<file path="config.mk">
export PLATFORM = sky130hd
export DESIGN_NAME = lmhc_top
export DESIGN_NICKNAME = d
export VERILOG_FILES = /design/src/design/lmhc_pkg.sv /design/src/design/lmhc_sync.sv /design/src/design/lmhc_chan.sv /design/src/design/lmhc_top.sv
export VERILOG_INCLUDE_DIRS = /design/src /design/src/design
export SDC_FILE = /design/constraint.sdc
export NUM_CORES = 1
export LEC_CHECK = 0
export ABC_AREA = 0
export BUFFER_PORTS_ARGS = -buffer_cell sky130_fd_sc_hd__clkbuf_2
export CORE_MARGIN = 2
export CORE_UTILIZATION = 55
export CTS_BUF_LIST = sky130_fd_sc_hd__clkbuf_16
export CTS_CLUSTER_DIAMETER = 120
export DETAILED_ROUTE_END_ITERATION = 16
export PLACE_DENSITY_LB_ADDON = 0.05
export SETUP_SLACK_MARGIN = 0.2
export SLEW_MARGIN = 40
export SYNTH_ARGS = -nofsm -noshare
export SYNTH_HDL_FRONTEND = slang
export SYNTH_SLANG_ARGS = --single-unit
export TNS_END_PERCENT = 50
</file>
<file path="constraint.sdc">
create_clock -name CLK -period 4.4 [get_ports CLK]
set_input_delay 0.44 -clock CLK [delete_from_list [all_inputs] [get_ports CLK]]
set_output_delay 0.44 -clock CLK [all_outputs]
set_load 0.02 [all_outputs]
</file>
<file path="src/design/lmhc_regs.svh">
// Register offsets, field positions, codes and reset values of the loop mode block.
// Included by the package users; holds definitions only.
`ifndef LMHC_REGS_SVH
`define LMHC_REGS_SVH

// Byte addresses on the register bus
`define LMHC_ADDR_MODE     12'h000
`define LMHC_ADDR_RETAIN   12'h004
`define LMHC_ADDR_STATUS   12'h008
`define LMHC_ADDR_MASK     12'h00C
`define LMHC_ADDR_STATE    12'h010
`define LMHC_ADDR_ERRCODE  12'h014
`define LMHC_ADDR_STOPW1   12'h118
`define LMHC_ADDR_STOPW2   12'h148
`define LMHC_ADDR_STOPW3   12'h178
`define LMHC_ADDR_STOPW4   12'h1A8

// Loop mode codes
`define LMHC_MODE_MAX      3'h4
`define LMHC_MODE_RESET    3'h0

// Error codes
`define LMHC_ERR_MODE_CHG  16'h000D
`define LMHC_ERR_WR_DATA   16'h0001
`define LMHC_ERR_NONE      16'h0000

// Stop behaviour word: largest legal value and reset value
`define LMHC_STOPW_MAX     16'h0002
`define LMHC_STOPW_RESET   16'h0000

// Retain/clear bits: 0 clear, 1 retain
`define LMHC_RETAIN_RESET  4'h0

// Status bits, one per event
`define LMHC_EV_MODE_ERR   0
`define LMHC_EV_WR_ERR     1
`define LMHC_EV_STOP_ERR   2
`define LMHC_EV_RUN_STOP   3
`define LMHC_EV_LINK_LOST  4
`define LMHC_EV_W          5

// State register fields
`define LMHC_ST_MODE_LSB   0
`define LMHC_ST_PEND_LSB   4
`define LMHC_ST_ERR_BIT    8
`define LMHC_ST_RUN_LSB    12

`endif

</file>
<file path="src/design/lmhc_pkg.sv">
// Types shared by the loop mode block.
// Assumes lmhc_regs.svh for the numeric constants.
package lmhc_pkg;

    // Module-wide loop mode, in code order 0 to 4
    typedef enum logic [2:0] {
        LMHC_STD,
        LMHC_HC_NORM,
        LMHC_HC_EXP,
        LMHC_MIX_NORM,
        LMHC_MIX_EXP
    } lmhc_mode_t;

    // What one channel does in the selected mode
    typedef enum logic [1:0] {
        LMHC_KIND_NONE,
        LMHC_KIND_STD,
        LMHC_KIND_HC
    } lmhc_kind_t;

endpackage

</file>
<file path="src/design/lmhc_sync.sv">
// Two-flop synchroniser for a group of level inputs.
// Assumes the inputs are asynchronous to CLK; only the second flop is read.
`timescale 1ns/1ps
module lmhc_sync #(
    parameter int W = 1
) (
    input wire logic clk, // Module clock
    input wire logic reset, // Synchronous reset, active high
    input wire logic [W-1:0] d, // Asynchronous levels
    output logic [W-1:0] q // Synchronised levels
);
    logic [W-1:0] meta_q;

    // First stage feeds only the second
    always_ff @(posedge clk) begin
        if (reset) begin
            meta_q <= '0;
            q <= '0;
        end else begin
            meta_q <= d;
            q <= meta_q;
        end
    end
endmodule

</file>
<file path="src/design/lmhc_chan.sv">
// One channel's output gating: control kind, external flags and fault response.
// Assumes demands come from the control core on the same clock.
`timescale 1ns/1ps
module lmhc_chan
    import lmhc_pkg::*;
(
    input wire logic clk, // Module clock
    input wire logic reset, // Synchronous reset, active high
    input lmhc_kind_t kind, // Control kind in the active mode
    input wire logic use_ext, // Outputs go to the external output module
    input wire logic retain, // 1 retain, 0 clear
    input wire logic stop_err, // Controller stop error level
    input wire logic link_lost, // Network communication lost level
    input wire logic in_stop, // Controller in stop after run
    input wire logic heat_req, // Heating demand from control core
    input wire logic cool_req, // Cooling demand from control core
    output logic heat_o, // Local heating output
    output logic cool_o, // Local cooling output
    output logic ext_heat_o, // Heating flag for external module
    output logic ext_cool_o, // Cooling flag for external module
    output logic run_mon_o // Channel operation monitor
);
    // Clear channels halt on any fault; retain channels ignore all three
    wire halt_fault = !retain && (stop_err || link_lost);
    wire halt_stop = !retain && in_stop;
    wire active = (kind != LMHC_KIND_NONE) && !halt_fault && !halt_stop;
    // Standard control has a single output, so cooling stays off
    wire heat_d = active && heat_req;
    wire cool_d = active && (kind == LMHC_KIND_HC) && cool_req;

    // Local pins are unused when the channel is routed out
    always_ff @(posedge clk) begin
        if (reset) begin
            heat_o <= 1'b0;
            cool_o <= 1'b0;
            ext_heat_o <= 1'b0;
            ext_cool_o <= 1'b0;
            run_mon_o <= 1'b0;
        end else begin
            heat_o <= heat_d && !use_ext;
            cool_o <= cool_d && !use_ext;
            ext_heat_o <= heat_d && use_ext;
            ext_cool_o <= cool_d && use_ext;
            run_mon_o <= active;
        end
    end
endmodule

</file>
<file path="src/design/lmhc_top.sv">
// Loop mode selection and fault-response output gating of a four-channel
// temperature control module, with an Avalon-MM register slave.
// Assumes fault and backup levels arrive from the network side asynchronously,
// and control demands arrive from the control core on CLK.
//
// Behaviour
// - Mode code 0..4 selects standard, HC normal, HC expanded, mix normal, mix expanded.
// - Standard mode runs standard control on all four channels.
// - HC normal: channels 1 and 2 heating-cooling; channels 3 and 4 idle.
// - HC expanded: all four heating-cooling; 3 and 4 via external module.
// - Mix normal: channel 1 heating-cooling, 3 and 4 standard, 2 idle.
// - Mix expanded: 1 and 2 heating-cooling, 2 external; 3 and 4 standard.
// - Idle channels still measure temperature but drive no control output.
// - Changing the mode raises error code 000DH at once.
// - A high-then-low backup request stores new settings and clears the error.
// - External heating/cooling flags active only for expanded-mode routed channels.
// - In normal modes the external flag positions are never driven.
// - Write-data errors handled normally regardless of retain setting.
// - Clear channel: stop error or link loss halts control and external outputs.
// - Retain channel: stop error, run-to-stop or link loss do not interrupt it.
// - Clear channel: run-to-stop applies that channel's stop behaviour word.
// - Clear channel entering stop behaviour drops its operation monitor flag.
//
// Chosen here: the Avalon-MM slave port.
`timescale 1ns/1ps
`include "lmhc_regs.svh"
module lmhc_top
    import lmhc_pkg::*;
(
    input wire logic CLK, // Module clock, 40 MHz
    input wire logic RESET, // Synchronous reset, active high
    input wire logic [11:0] AVS_ADDRESS, // Byte address
    input wire logic AVS_READ, // Read request
    input wire logic AVS_WRITE, // Write request
    input wire logic [3:0] AVS_BYTEENABLE, // Write byte lanes
    input wire logic [31:0] AVS_WRITEDATA, // Write data
    output logic [31:0] AVS_READDATA, // Read data
    output logic AVS_WAITREQUEST, // Stall, high until answer
    input wire logic CPU_STOP_ERR, // Controller stop error, async level
    input wire logic CPU_STOPPED, // Controller not running, async level
    input wire logic LINK_LOST, // Network communication lost, async level
    input wire logic BACKUP_REQ, // Setting backup request, async level
    input wire logic [3:0] HEAT_REQ, // Heating demands per channel
    input wire logic [3:0] COOL_REQ, // Cooling demands per channel
    output logic [3:0] HEAT_OUT, // Local heating outputs
    output logic [3:0] COOL_OUT, // Local cooling outputs
    output logic [3:0] EXT_HEAT_FLAG, // Heating flags for external module
    output logic [3:0] EXT_COOL_FLAG, // Cooling flags for external module
    output logic [3:0] RUN_MON, // Channel operation monitor flags
    output logic [7:0] APPLIED_STOP, // Stop behaviour applied, 2 bits per channel
    output logic ERR_ACTIVE, // Error condition present
    output logic [15:0] ERR_CODE, // Current error code
    output logic IRQ // Interrupt, level
);
    // Synchronised network-side levels
    logic [3:0] sync_q;
    wire stop_err_s = sync_q[0];
    wire stopped_s = sync_q[1];
    wire lost_s = sync_q[2];
    wire backup_s = sync_q[3];

    lmhc_sync #(.W(4)) u_sync (
        .clk(CLK),
        .reset(RESET),
        .d({BACKUP_REQ, LINK_LOST, CPU_STOPPED, CPU_STOP_ERR}),
        .q(sync_q)
    );

    // Register state
    lmhc_mode_t mode_act_q;
    lmhc_mode_t mode_pend_q;
    logic err_q;
    logic [15:0] err_code_q;
    logic [3:0] retain_q;
    logic [15:0] stopw_q [4];
    logic [`LMHC_EV_W-1:0] sts_q;
    logic [`LMHC_EV_W-1:0] mask_q;
    logic [7:0] applied_q;
    logic prev_stopped_q;
    logic prev_err_q;
    logic prev_lost_q;
    logic prev_backup_q;
    logic wait_q;
    logic [31:0] rdata_q;
    logic irq_q;

    // Bus handshake: data loaded on the first edge, request completes on the second
    wire req = AVS_READ || AVS_WRITE;
    wire done = req && !wait_q;
    wire wr_done = done && AVS_WRITE;
    wire rd_done = done && AVS_READ;
    wire [31:0] wmask = {{8{AVS_BYTEENABLE[3]}}, {8{AVS_BYTEENABLE[2]}},
                         {8{AVS_BYTEENABLE[1]}}, {8{AVS_BYTEENABLE[0]}}};

    // Address decode
    wire sel_mode = AVS_ADDRESS == `LMHC_ADDR_MODE;
    wire sel_retain = AVS_ADDRESS == `LMHC_ADDR_RETAIN;
    wire sel_status = AVS_ADDRESS == `LMHC_ADDR_STATUS;
    wire sel_mask = AVS_ADDRESS == `LMHC_ADDR_MASK;
    wire sel_state = AVS_ADDRESS == `LMHC_ADDR_STATE;
    wire sel_errcode = AVS_ADDRESS == `LMHC_ADDR_ERRCODE;
    wire [3:0] sel_stopw = {AVS_ADDRESS == `LMHC_ADDR_STOPW4, AVS_ADDRESS == `LMHC_ADDR_STOPW3,
                            AVS_ADDRESS == `LMHC_ADDR_STOPW2, AVS_ADDRESS == `LMHC_ADDR_STOPW1};

    // Write values merged with byte lanes; out-of-range values are write-data errors
    wire [31:0] mode_merge = (32'({mode_pend_q}) & ~wmask) | (AVS_WRITEDATA & wmask);
    wire [2:0] mode_wval = mode_merge[2:0];
    wire mode_bad = mode_merge > 32'(`LMHC_MODE_MAX);
    wire mode_wr = wr_done && sel_mode && !mode_bad;
    wire mode_chg = mode_wr && (mode_wval != 3'(mode_pend_q));
    wire [1:0] stopw_idx = sel_stopw[3] ? 2'h3 : sel_stopw[2] ? 2'h2 : sel_stopw[1] ? 2'h1 : 2'h0;
    wire [15:0] stopw_merge = (stopw_q[stopw_idx] & ~wmask[15:0]) | (AVS_WRITEDATA[15:0] & wmask[15:0]);
    wire stopw_bad = stopw_merge > `LMHC_STOPW_MAX;
    wire stopw_wr = wr_done && (sel_stopw != 4'h0) && !stopw_bad;
    wire wr_err = wr_done && ((sel_mode && mode_bad) || ((sel_stopw != 4'h0) && stopw_bad));

    // Backup request completes on its falling edge
    wire backup_fall = prev_backup_q && !backup_s;

    // Fault edges for interrupts and stop behaviour capture
    wire run_to_stop = stopped_s && !prev_stopped_q;
    wire stop_err_rise = stop_err_s && !prev_err_q;
    wire lost_rise = lost_s && !prev_lost_q;
    wire [`LMHC_EV_W-1:0] ev = {lost_rise, run_to_stop, stop_err_rise, wr_err, mode_chg};
    wire sts_rd = rd_done && sel_status;
    // A read clears only the bits it reported, so an event landing in its first cycle survives
    wire [`LMHC_EV_W-1:0] sts_keep = sts_rd ? (sts_q & ~rdata_q[`LMHC_EV_W-1:0]) : sts_q;

    // Per-channel control kind from the active mode
    lmhc_kind_t kind [4];
    logic [3:0] use_ext;
    assign kind[0] = (mode_act_q == LMHC_STD) ? LMHC_KIND_STD : LMHC_KIND_HC;
    assign kind[1] = (mode_act_q == LMHC_STD) ? LMHC_KIND_STD :
                     (mode_act_q == LMHC_MIX_NORM) ? LMHC_KIND_NONE : LMHC_KIND_HC;
    assign kind[2] = (mode_act_q == LMHC_HC_NORM) ? LMHC_KIND_NONE :
                     (mode_act_q == LMHC_HC_EXP) ? LMHC_KIND_HC : LMHC_KIND_STD;
    assign kind[3] = kind[2];
    // Only expanded modes route channels to the external output module
    assign use_ext[0] = 1'b0;
    assign use_ext[1] = mode_act_q == LMHC_MIX_EXP;
    assign use_ext[2] = mode_act_q == LMHC_HC_EXP;
    assign use_ext[3] = use_ext[2];

    // Read data selection; unmapped addresses read zero
    wire [31:0] state_word = (32'({mode_act_q}) << `LMHC_ST_MODE_LSB) |
                             (32'({mode_pend_q}) << `LMHC_ST_PEND_LSB) |
                             (32'(err_q) << `LMHC_ST_ERR_BIT) |
                             (32'(RUN_MON) << `LMHC_ST_RUN_LSB);
    wire [31:0] rd_mux = sel_mode ? 32'({mode_pend_q}) :
                         sel_retain ? 32'(retain_q) :
                         sel_status ? 32'(sts_q) :
                         sel_mask ? 32'(mask_q) :
                         sel_state ? state_word :
                         sel_errcode ? 32'(err_code_q) :
                         (sel_stopw != 4'h0) ? 32'(stopw_q[stopw_idx]) : 32'h0000_0000;

    // Bus slave timing: waitrequest drops one cycle after the request appears
    always_ff @(posedge CLK) begin
        if (RESET) begin
            wait_q <= 1'b1;
            rdata_q <= 32'h0000_0000;
        end else begin
            wait_q <= !(req && wait_q);
            if (req && wait_q) begin
                rdata_q <= rd_mux;
            end
        end
    end

    // Edge-detect history
    always_ff @(posedge CLK) begin
        if (RESET) begin
            prev_stopped_q <= 1'b0;
            prev_err_q <= 1'b0;
            prev_lost_q <= 1'b0;
            prev_backup_q <= 1'b0;
        end else begin
            prev_stopped_q <= stopped_s;
            prev_err_q <= stop_err_s;
            prev_lost_q <= lost_s;
            prev_backup_q <= backup_s;
        end
    end

    // Mode: the written code waits in pending until a backup request commits it
    always_ff @(posedge CLK) begin
        if (RESET) begin
            mode_act_q <= lmhc_mode_t'(`LMHC_MODE_RESET);
            mode_pend_q <= lmhc_mode_t'(`LMHC_MODE_RESET);
        end else begin
            if (mode_wr) begin
                mode_pend_q <= lmhc_mode_t'(mode_wval);
            end
            if (backup_fall) begin
                mode_act_q <= mode_pend_q;
            end
        end
    end

    // Error state: a new error in the backup cycle outlives the clear
    always_ff @(posedge CLK) begin
        if (RESET) begin
            err_q <= 1'b0;
            err_code_q <= `LMHC_ERR_NONE;
        end else if (mode_chg) begin
            err_q <= 1'b1;
            err_code_q <= `LMHC_ERR_MODE_CHG;
        end else if (wr_err) begin
            err_q <= 1'b1;
            err_code_q <= `LMHC_ERR_WR_DATA;
        end else if (backup_fall) begin
            err_q <= 1'b0;
            err_code_q <= `LMHC_ERR_NONE;
        end
    end

    // Retain bits and interrupt mask
    always_ff @(posedge CLK) begin
        if (RESET) begin
            retain_q <= `LMHC_RETAIN_RESET;
            mask_q <= '0;
        end else if (wr_done) begin
            if (sel_retain && AVS_BYTEENABLE[0]) begin
                retain_q <= AVS_WRITEDATA[3:0];
            end
            if (sel_mask && AVS_BYTEENABLE[0]) begin
                mask_q <= AVS_WRITEDATA[`LMHC_EV_W-1:0];
            end
        end
    end

    // Stop behaviour words, one per channel
    always_ff @(posedge CLK) begin
        if (RESET) begin
            for (int i = 0; i < 4; i++) begin
                stopw_q[i] <= `LMHC_STOPW_RESET;
            end
        end else if (stopw_wr) begin
            stopw_q[stopw_idx] <= stopw_merge;
        end
    end

    // Stop behaviour applied to clear channels on a run-to-stop edge
    always_ff @(posedge CLK) begin
        if (RESET) begin
            applied_q <= 8'h00;
        end else if (run_to_stop) begin
            for (int i = 0; i < 4; i++) begin
                applied_q[2*i +: 2] <= retain_q[i] ? 2'h0 : stopw_q[i][1:0];
            end
        end
    end

    // Sticky status, cleared by reading it; a new event wins over the clear
    always_ff @(posedge CLK) begin
        if (RESET) begin
            sts_q <= '0;
            irq_q <= 1'b0;
        end else begin
            sts_q <= sts_keep | ev;
            irq_q <= |((sts_keep | ev) & mask_q);
        end
    end

    // Channel gating, one instance per channel
    for (genvar c = 0; c < 4; c++) begin : g_chan
        lmhc_chan u_chan (
            .clk(CLK),
            .reset(RESET),
            .kind(kind[c]),
            .use_ext(use_ext[c]),
            .retain(retain_q[c]),
            .stop_err(stop_err_s),
            .link_lost(lost_s),
            .in_stop(stopped_s),
            .heat_req(HEAT_REQ[c]),
            .cool_req(COOL_REQ[c]),
            .heat_o(HEAT_OUT[c]),
            .cool_o(COOL_OUT[c]),
            .ext_heat_o(EXT_HEAT_FLAG[c]),
            .ext_cool_o(EXT_COOL_FLAG[c]),
            .run_mon_o(RUN_MON[c])
        );
    end

    // Top outputs straight from flops
    assign AVS_READDATA = rdata_q;
    assign AVS_WAITREQUEST = wait_q;
    assign APPLIED_STOP = applied_q;
    assign ERR_ACTIVE = err_q;
    assign ERR_CODE = err_code_q;
    assign IRQ = irq_q;
endmodule

</file>
# After elaboration in Yosys (flattened, before gate mapping)
# Memories as Yosys holds them, arrays and structs flattened.
# Cells that the tools add are included.
# op_classes
addsub,0
mul,0
div,0
order_cmp,2
eq_ne,17
n_shift,0
mux,34
bitwise_logic,15
n_reduce_logical,95
# op_table
op,count
two-way mux 16 bit,8
logical AND 1 bit,59
"== test 12 x 9 -> 1 bit, second input constant",4
AND 16 bit,2
AND 3 x 32 -> 32 bit,1
AND 32 bit,1
"greater-than comparator 32 x 3 -> 1 bit, second input constant",1
NOT 32 bit,1
bitwise OR 32 bit,1
"== test 12 x 4 -> 1 bit, second input constant",2
"== test 12 x 5 -> 1 bit, second input constant",2
two-way mux 2 bit,12
zero test 1 bit,22
"greater-than comparator 16 x 2 -> 1 bit, second input constant",1
NOT 16 bit,1
bitwise OR 16 bit,1
bitwise OR 9 x 16 -> 16 bit,1
OR reduction 16 bit,1
"== test 12 x 3 -> 1 bit, second input constant",1
zero test 12 bit,1
two-way mux 4 bit,3
AND 5 bit,2
two-way mux 1 bit,10
bitwise OR 7 x 9 -> 9 bit,1
other kinds (16),24
# totals
ff_bits,96
latch_bits,0
mem_bits_rw,64
rom_bits,0
inputBits,64
memories,1
# memory_table
memory,depth,width,rd,rd_clocked_by_memory_dff,wr,line_no,source
stopw_q,4,16,5,0,4,lmhc_top.sv:75,logic [15:0] stopw_q [4];

# Depth between registers and ports, before layout
# Gate-level depths: netlist of the first run.
# An unclocked memory read counts as a cell.
# depth
depth_word,15
depth_mapped,12
mapped_depth_nobuf,8

# Modules after synthesis
# From an unflattened synthesis of the first run, not the netlist that was laid out.
# hier_totals
cells_unflattened,606
area_unflattened_um2,6475.0
# modules_own_cells
mod,n_inst,cells_each,area_per_inst_um2,seq_area_each_um2
lmhc_top,1,530,5604.1,2962.8
lmhc_chan,4,15,165.2,100.1
lmhc_sync,1,16,210.2,160.2

# Least setup slack after synthesis of the first run
# No wires, ideal clock.
# synth_path
path_kind,input -> register
from,input AVS_ADDRESS[6]
to,"memory stopw_q[0][0], enable pin"
setup_time_ns,0.392
arrival_ns,3.342
required_ns,4.008
setup_slack_ns,0.666
path_stages,12
path_cell_list,buf_4 or4b_1 buf_2 buf_6 and3_4 a211oi_4 o221ai_2 o41ai_2 nand4_2 nand2b_4 buf_6 o21bai_1
# synth_lines
item,line_no,source
from (decl),lmhc_top.sv:32,"input wire logic [11:0] AVS_ADDRESS,"
to (decl),lmhc_top.sv:75,

==> flow_summary.ini, run 1 <==
[timing]
hold_viol = 0
period_share_pct = 81.18
post-route-min-period_ns = 3.572
tightest_slew_ns = 0.7982
fmax_mhz = 280.0
rsz0062_at_grt = no
slew_headroom_pct = 46.38
finClkSkew_ns = 0.008472
maxSlewViolCount = 0
tns_ns = 0
finalSetupViolCount = 0

[grt]
met3_usage_pct = 6.323
grt_pass1_vias = 4739
grt.met1_usage_pct = 41.02
grt_pass1_wl_mm = 26.63
grtUsageMet2_pct = 39.60
busiest_layer = met1
antenna_found_initial = 0
grt_max_degree = 47
grtUsageTotal_pct = 28.05
overflow = 0

[yosys]
synth-edff-count = 64
netlist_area_sq_um = 6604
synth_seq_cells = 142
ys_warn_count = 0
yosysSeqAreaShare_pct = 52.75
async_flop_share_pct = 0
synthDistinctLibCells = 86
ys.flop_type = dfxtp_1
postSynthCellCount = 620
avgSynthCellArea_sq_um = 10.65

[routing]
drtPass1Iterations = 5
antenna_left = 0
vias_per_cell = 5.643
totalWireLength_mm = 17.68
drc = 0
wl_per_cell_um = 18.97
drtIter0Drc = 446
num_vias = 5259

[clock_network]
cts_root_buf = clkbuf_16
cts_buffer_depth = 2
post_cts_buffers = 0
cts_tree = yes
htreeDepth = 4
clk_pin_slew_ns = 0.05
clk_latency_ns = 0.42
cts_made_buffers = 17
post_cts_resized = 0
ctsHoldBuffers = 0
cts.sinks = 142

[worst_setup_path]
slowest_delay_ns = 0.85
end_kind = register
required_ns = 4.52
path_cells = clkbuf_2, or4b_1, nand3_2, a21oi_2, o41ai_4, o2111a_1, nand4_2, nand2b_4, o21bai_1, buf_4
critPathLaunchType = primary input
worst-path-max-fanout = 17
worstPathArrival_ns = 3.69
criticalPathCategory = in -> reg
slowest_stage = or4b_1

[cells_and_area]
postLayoutCoreUtil_pct = 66.50
antennaDiodeCount = 0
nNetsFinal = 836
num-fill-cells = 900
drive_gt1_share_pct = 23.69
final_common_cell = clkbuf_2
layout.cells.most_common_list = 111 x clkbuf_2, 89 x conb_1, 78 x dfxtp_1, 64 x edfxtp_1, 56 x nor2_1
area_delta_synth_final_pct = 19.44

[die]
rows = 40
core_sq_um = 11860
die_x_um = 113.6
dieArea_sq_um = 12900
io_pins = 143
die_h_um = 113.6
start_util_pct = 55.68

[hold_path]
holdCritPathClass = in -> reg

[run_status]
outcome = finished, final reports clean

[placement]
placement.io_buffers = 111
hpwl_mm = 13.50
place_congestion = 0.9893

[power]
peakVddDrop_mv = 0.4056
power_density_nw_per_um2 = 408.8
power.leakage_uw = 0.003216

[run]
maxCapViolCount = 0
## critical path: cells and delay by family
family                 cells  cell delay [ns]
AND/OR/NAND/NOR            4             1.55
AO/OA/AOI/OAI              4             1.21
buffers and inverters      2             0.47
## per-layer routing
metal / part of all wire, % / up-vias
met5: 0 / -
met4: 3.2 / 0
met3: 8.3 / 32
met2: 42 / 275
met1: 46 / 2491
li1: - / 2461
## final timing paths
check	end	startpoint	cells after the start	slack [ns]
max reg2reg	stopw_q[1][4]$_SDFFCE_PN0P_	stopw_q[3][6]$_DFFE_PP_	9	1.35
min	g_chan[0].u_chan.heat_o$_SDFF_PP0_	HEAT_REQ[0]	2	0.22
max	stopw_q[1][4]$_SDFFCE_PN0P_	AVS_ADDRESS[5]	10	0.83
min reg2reg	u_sync.q[1]$_SDFF_PP0_	u_sync.meta_q[1]$_SDFF_PP0_	1	0.44
## Yosys cell counts (3+ instances only)
cell type	number	area share, %
buf_4	53	6.0
nor3_1	12	0.91
mux2_2	3	0.51
or3_1	6	0.57
nor2_1	56	3.2
nor4bb_1	4	0.61
nor2b_1	17	1.6
o21ai_0	22	1.7
edfxtp_1	64	29
nand2b_1	18	1.7
o221ai_1	4	0.53
mux2i_1	17	2.6
xor2_1	3	0.40
a211oi_1	9	1.0
nor4_1	9	0.85
o31ai_1	3	0.34
o21bai_1	3	0.34
dfxtp_1	78	24
or4_1	6	0.68
nor4b_1	4	0.53
inv_1	14	0.80
clkbuf_1	17	0.97
a32o_1	3	0.45
nor3b_1	3	0.34
nand2_1	38	2.2
nand3b_1	5	0.57
o211ai_1	3	0.34
o22ai_1	3	0.28
a221oi_1	4	0.53
and3_1	7	0.66
a211o_1	3	0.40
a22oi_1	6	0.68
and4b_1	4	0.61
a21oi_1	35	2.7
nor4_2	4	0.76
o21a_1	4	0.45
nand3_1	9	0.68
buf_1	6	0.34
## area by class of cell
type | instances | area, sq um | area share (%)
flip-flops and latches | 142 | 3483 | 44.16
clock inverters | 15 | 193.9 | 2.459
repair buffers | 125 | 660.6 | 8.376
well taps | 147 | 183.9 | 2.332
multi-input cells | 472 | 2888 | 36.61
clock buffers | 17 | 425.4 | 5.393
inverters | 14 | 52.55 | 0.6662
## where the power goes
| group | switching, uW | internal [uW] |
|---|---|---|
| registers | 39.4 | 1450 |
| logic | 169 | 86.2 |
| clock network | 537 | 945 |
| total | 746 | 2480 |
## stage by stage
step / worst slack (ns) / cells / hold slack [ns] / power, uW / area [sq um]
2_1_floorplan: 0.6660 / 708 / 0.4138 / 1681 / 6934
3_3_place_gp: 0.5412 / 900 / 0.4173 / 1755 / 7262
3_5_place_dp: 0.4365 / 900 / 0.4302 / 1758 / 7262
4_1_cts: 0.8640 / 932 / 0.2062 / 3232 / 7881
5_1_grt: 0.6427 / 932 / 0.2235 / 3319 / 7888
6_report: 0.8280 / 932 / 0.2165 / 3225 / 7888
## state kept, by name (all words and copies together), names as in the netlist, 4 cells and up
name                     cells
sts_q                        5
stopw_q                     64
g_chan.u_chan.cool_o         4
u_sync.meta_q                4
retain_q                     4
mask_q                       5
APPLIED_STOP                 8
AVS_READDATA                16
g_chan.u_chan.heat_o         4
u_sync.q                     4
g_chan.u_chan.run_mon_o      4
## logic make-up (layout without fill, tap and decap cells)
| kind of cell | after synthesis | after routing | share of synthesized area [%] |
|---|---|---|---|
| buffers and inverters | 94 | 171 | 8.621 |
| AND/OR/NAND/NOR | 224 | 224 | 20.03 |
| flip-flops | 142 | 142 | 52.75 |
| XOR/XNOR | 4 | 4 | 0.5306 |
| multiplexers | 20 | 20 | 3.088 |
| other | 1 | 89 | 0.05679 |
| AO/OA/AOI/OAI | 135 | 135 | 14.93 |
Power figures use the tool's default switching activity.
==> run 2: changes to the inputs <==
--- a/config.mk
+++ b/config.mk
@@ -6,7 +6,7 @@
 export SDC_FILE = /design/constraint.sdc
 export NUM_CORES = 1
 export LEC_CHECK = 0
-export ABC_AREA = 0
+export ABC_AREA = 1
 export BUFFER_PORTS_ARGS = -buffer_cell sky130_fd_sc_hd__clkbuf_2
 export CORE_MARGIN = 2
 export CORE_UTILIZATION = 55
==> constraint.sdc (replaced) <==
create_clock -name CLK -period 3.75 [get_ports CLK]
set_input_delay 0.375 -clock CLK [delete_from_list [all_inputs] [get_ports CLK]]
set_output_delay 0.375 -clock CLK [all_outputs]
set_load 0.02 [all_outputs]
==> run 2 against run 1 <==
Compared with the run above:
- cell count is 23% higher
- combinational power increased by 16%
- sequential share of layout area down 0.056 points
- critical path depth increased by 7
- area after synthesis is 1.8% higher
- global-route usage fell by 1.3 points
- cell area rose by 0.13%
- register-to-register slack better by 0.04 ns
- routed wire length decreased by 3.3%
- power grew 10%
- critical endpoint unchanged
==> flow_summary.ini, run 2 <==
[die]
core_sq_um = 11960
io_pins = 143
rows = 40
die_h_um = 114.5
die_x_um = 114.5
start_util_pct = 56.18
dieArea_sq_um = 13120

[routing]
wl_per_cell_um = 14.95
antenna_left = 0
num_vias = 5728
vias_per_cell = 5.007
totalWireLength_mm = 17.10
drtPass1Iterations = 5
drc = 0
drtIter0Drc = 406

[yosys]
yosys.area.top_type = edfxtp_1
netlist_area_sq_um = 6720
synth-edff-count = 64
yosysSeqAreaShare_pct = 51.83
synth.area.top_cells = edfxtp_1 29%, dfxtp_1 23%, nand2_1 10%
synth_top_area_share_pct = 28.60
synth_seq_cells = 142
yosys.cell_count.top_type = nand2_1
postSynthCellCount = 830
avgSynthCellArea_sq_um = 8.097
synth_common_cells = 187 x nand2_1, 114 x inv_1, 80 x nand3_1
ys_warn_count = 0
async_flop_share_pct = 0
ys.flop_type = dfxtp_1
synthDistinctLibCells = 40

[clock_network]
htreeDepth = 4
cts_buffer_depth = 2
clk_latency_ns = 0.43
cts_tree = yes
cts_root_buf = clkbuf_16
post_cts_buffers = 0
cts_made_buffers = 17
cts.sinks = 142
ctsHoldBuffers = 0
post_cts_resized = 0
clk_pin_slew_ns = 0.06

[worst_setup_path]
worst-path-max-fanout = 22
critPathLaunchType = primary input
end_kind = register
worstPathArrival_ns = 3.04
required_ns = 3.87
criticalPathCategory = in -> reg

[timing]
hold_slack_ns = 0.1359
finClkSkew_ns = 0.009587
maxSlewViolCount = 0
fmax_mhz = 341.5
rsz0062_at_grt = no
tns_ns = 0
post-route-min-period_ns = 2.928
slew_headroom_pct = 59.07
tightest_slew_ns = 0.6093
finalSetupViolCount = 0
period_share_pct = 78.08
hold_viol = 0

[power]
power_density_nw_per_um2 = 449.0
finalPower_uw = 3546
peakVddDrop_mv = 0.2803
switching_share_pct = 25.77
combPwrFrac_pct = 8.3
seq_power_share_pct = 48.5
power.leakage_uw = 0.003682
clock_power_share_pct = 43.2
p_int_uw = 2632
p_sw_uw = 913.7

[grt]
overflow = 0
antenna_found_initial = 0
grt_pass1_vias = 5350
grtUsageTotal_pct = 26.74
grt_pass1_wl_mm = 26.38
grt_max_degree = 47

[run]
maxCapViolCount = 0

[cells_and_area]
postLayoutCellArea_sq_um = 7898
largest_register_ffs = 64
final_common_cell = nand2_1
drive_gt1_share_pct = 17.25
antennaDiodeCount = 0
layout.cells.most_common_list = 187 x nand2_1, 113 x inv_1, 111 x clkbuf_2, 89 x conb_1, 80 x nand3_1
nNetsFinal = 1048
area_delta_synth_final_pct = 17.52
fin_cells = 1144
regMostFlops = stopw_q

[hold_path]
holdCritPathClass = in -> reg

[placement]
placement.io_buffers = 111
place_inst = 1112
hpwl_mm = 12.95
place_congestion = 0.9436
dpl_cell_area_sq_um = 7368

[run_status]
outcome = finished, final reports clean
==> run 2: cell types whose count changed after synthesis, moves of 10 or more <==
| cell | previous run | this run |
|---|---|---|
| a21oi_1 | 35 | 45 |
| inv_1 | 14 | 114 |
| mux2i_1 | 17 | 0 |
| nand2_1 | 38 | 187 |
| nand2b_1 | 18 | 0 |
| nand3_1 | 9 | 80 |
| nor2_1 | 56 | 75 |
| nor2b_1 | 17 | 0 |
| o21ai_0 | 22 | 44 |
==> run 2: layout make-up <==
type	instances	area, sq um
clock inverters	15	103.9
fillers	1053	4064
multi-input cells	584	2630
clock buffers	17	425.4
flip-flops and latches	142	3483
inverters	119	447.9
repair buffers	120	623.1
well taps	147	183.9
==> run 2: routing by layer <==
layer | vias up | GRT usage (%) | wire [um]
li1 | 2867 | - | -
met1 | 2578 | 32.54 | 7029
met2 | 237 | 45.33 | 8343
met3 | 46 | 5.929 | 1184
met4 | 0 | 12.20 | 547
met5 | - | 0 | 0
==> run 2: final timing paths <==
| path | from | to | slack [ns] | cells after the start |
|---|---|---|---|---|
| worst max-delay path | AVS_ADDRESS[1] | stopw_q[1][4]$_SDFFCE_PN0P_ | 0.82 | 17 |
| worst min-delay path | BACKUP_REQ | u_sync.meta_q[3]$_SDFF_PP0_ | 0.14 | 3 |
| worst max register to register | stopw_q[3][9]$_DFFE_PP_ | stopw_q[1][4]$_SDFFCE_PN0P_ | 1.39 | 13 |
| worst min register to register | u_sync.meta_q[0]$_SDFF_PP0_ | u_sync.q[0]$_SDFF_PP0_ | 0.41 | 2 |
==> run 2: through the flow <==
| stage | setup slack [ns] | util (%) |
|---|---|---|
| 2_1_floorplan | 0.4342 | - |
| 3_3_place_gp | 0.4680 | 61.56 |
| 3_5_place_dp | 0.4174 | 61.60 |
| 4_1_cts | 0.8369 | 66.03 |
| 5_1_grt | 0.5366 | 66.03 |
| 6_report | 0.8220 | 66.03 |
==> run 2: worst max-delay path, cell delays in order <==
cell and delay, ns:
clkbuf_2 0.08, nor2_1 0.16, nand2_2 0.14, nor2_4 0.32, nand2_4 0.25, clkinv_2 0.25
nand2_1 0.12, nand3_1 0.08, nand2_1 0.05, nor2_1 0.16, nand2_1 0.07, nor2_1 0.12
nand2_2 0.10, nor2_4 0.15, nand3_1 0.14, nand2_1 0.20, buf_4 0.25
==> run 2: cells by family (layout without fill, tap and decap cells) <==
logic type | count (synthesis) | after routing | synth area share (%)
buffers and inverters | 192 | 271 | 14.09
and+or+nand+nor | 385 | 385 | 25.17
other | 1 | 89 | 0.05580
DFF | 142 | 142 | 51.83
AOI/OAI and AO/OA | 110 | 110 | 8.844
==> run 2: power by group through the flow <==
stage / clock network (uW) / logic, uW / registers (uW)
2_1_floorplan: 0 / 226 / 1750
3_3_place_gp: 0 / 287 / 1750
3_5_place_dp: 0 / 291 / 1750
4_1_cts: 1550 / 293 / 1720
5_1_grt: 1620 / 336 / 1720
6_report: 1530 / 296 / 1720
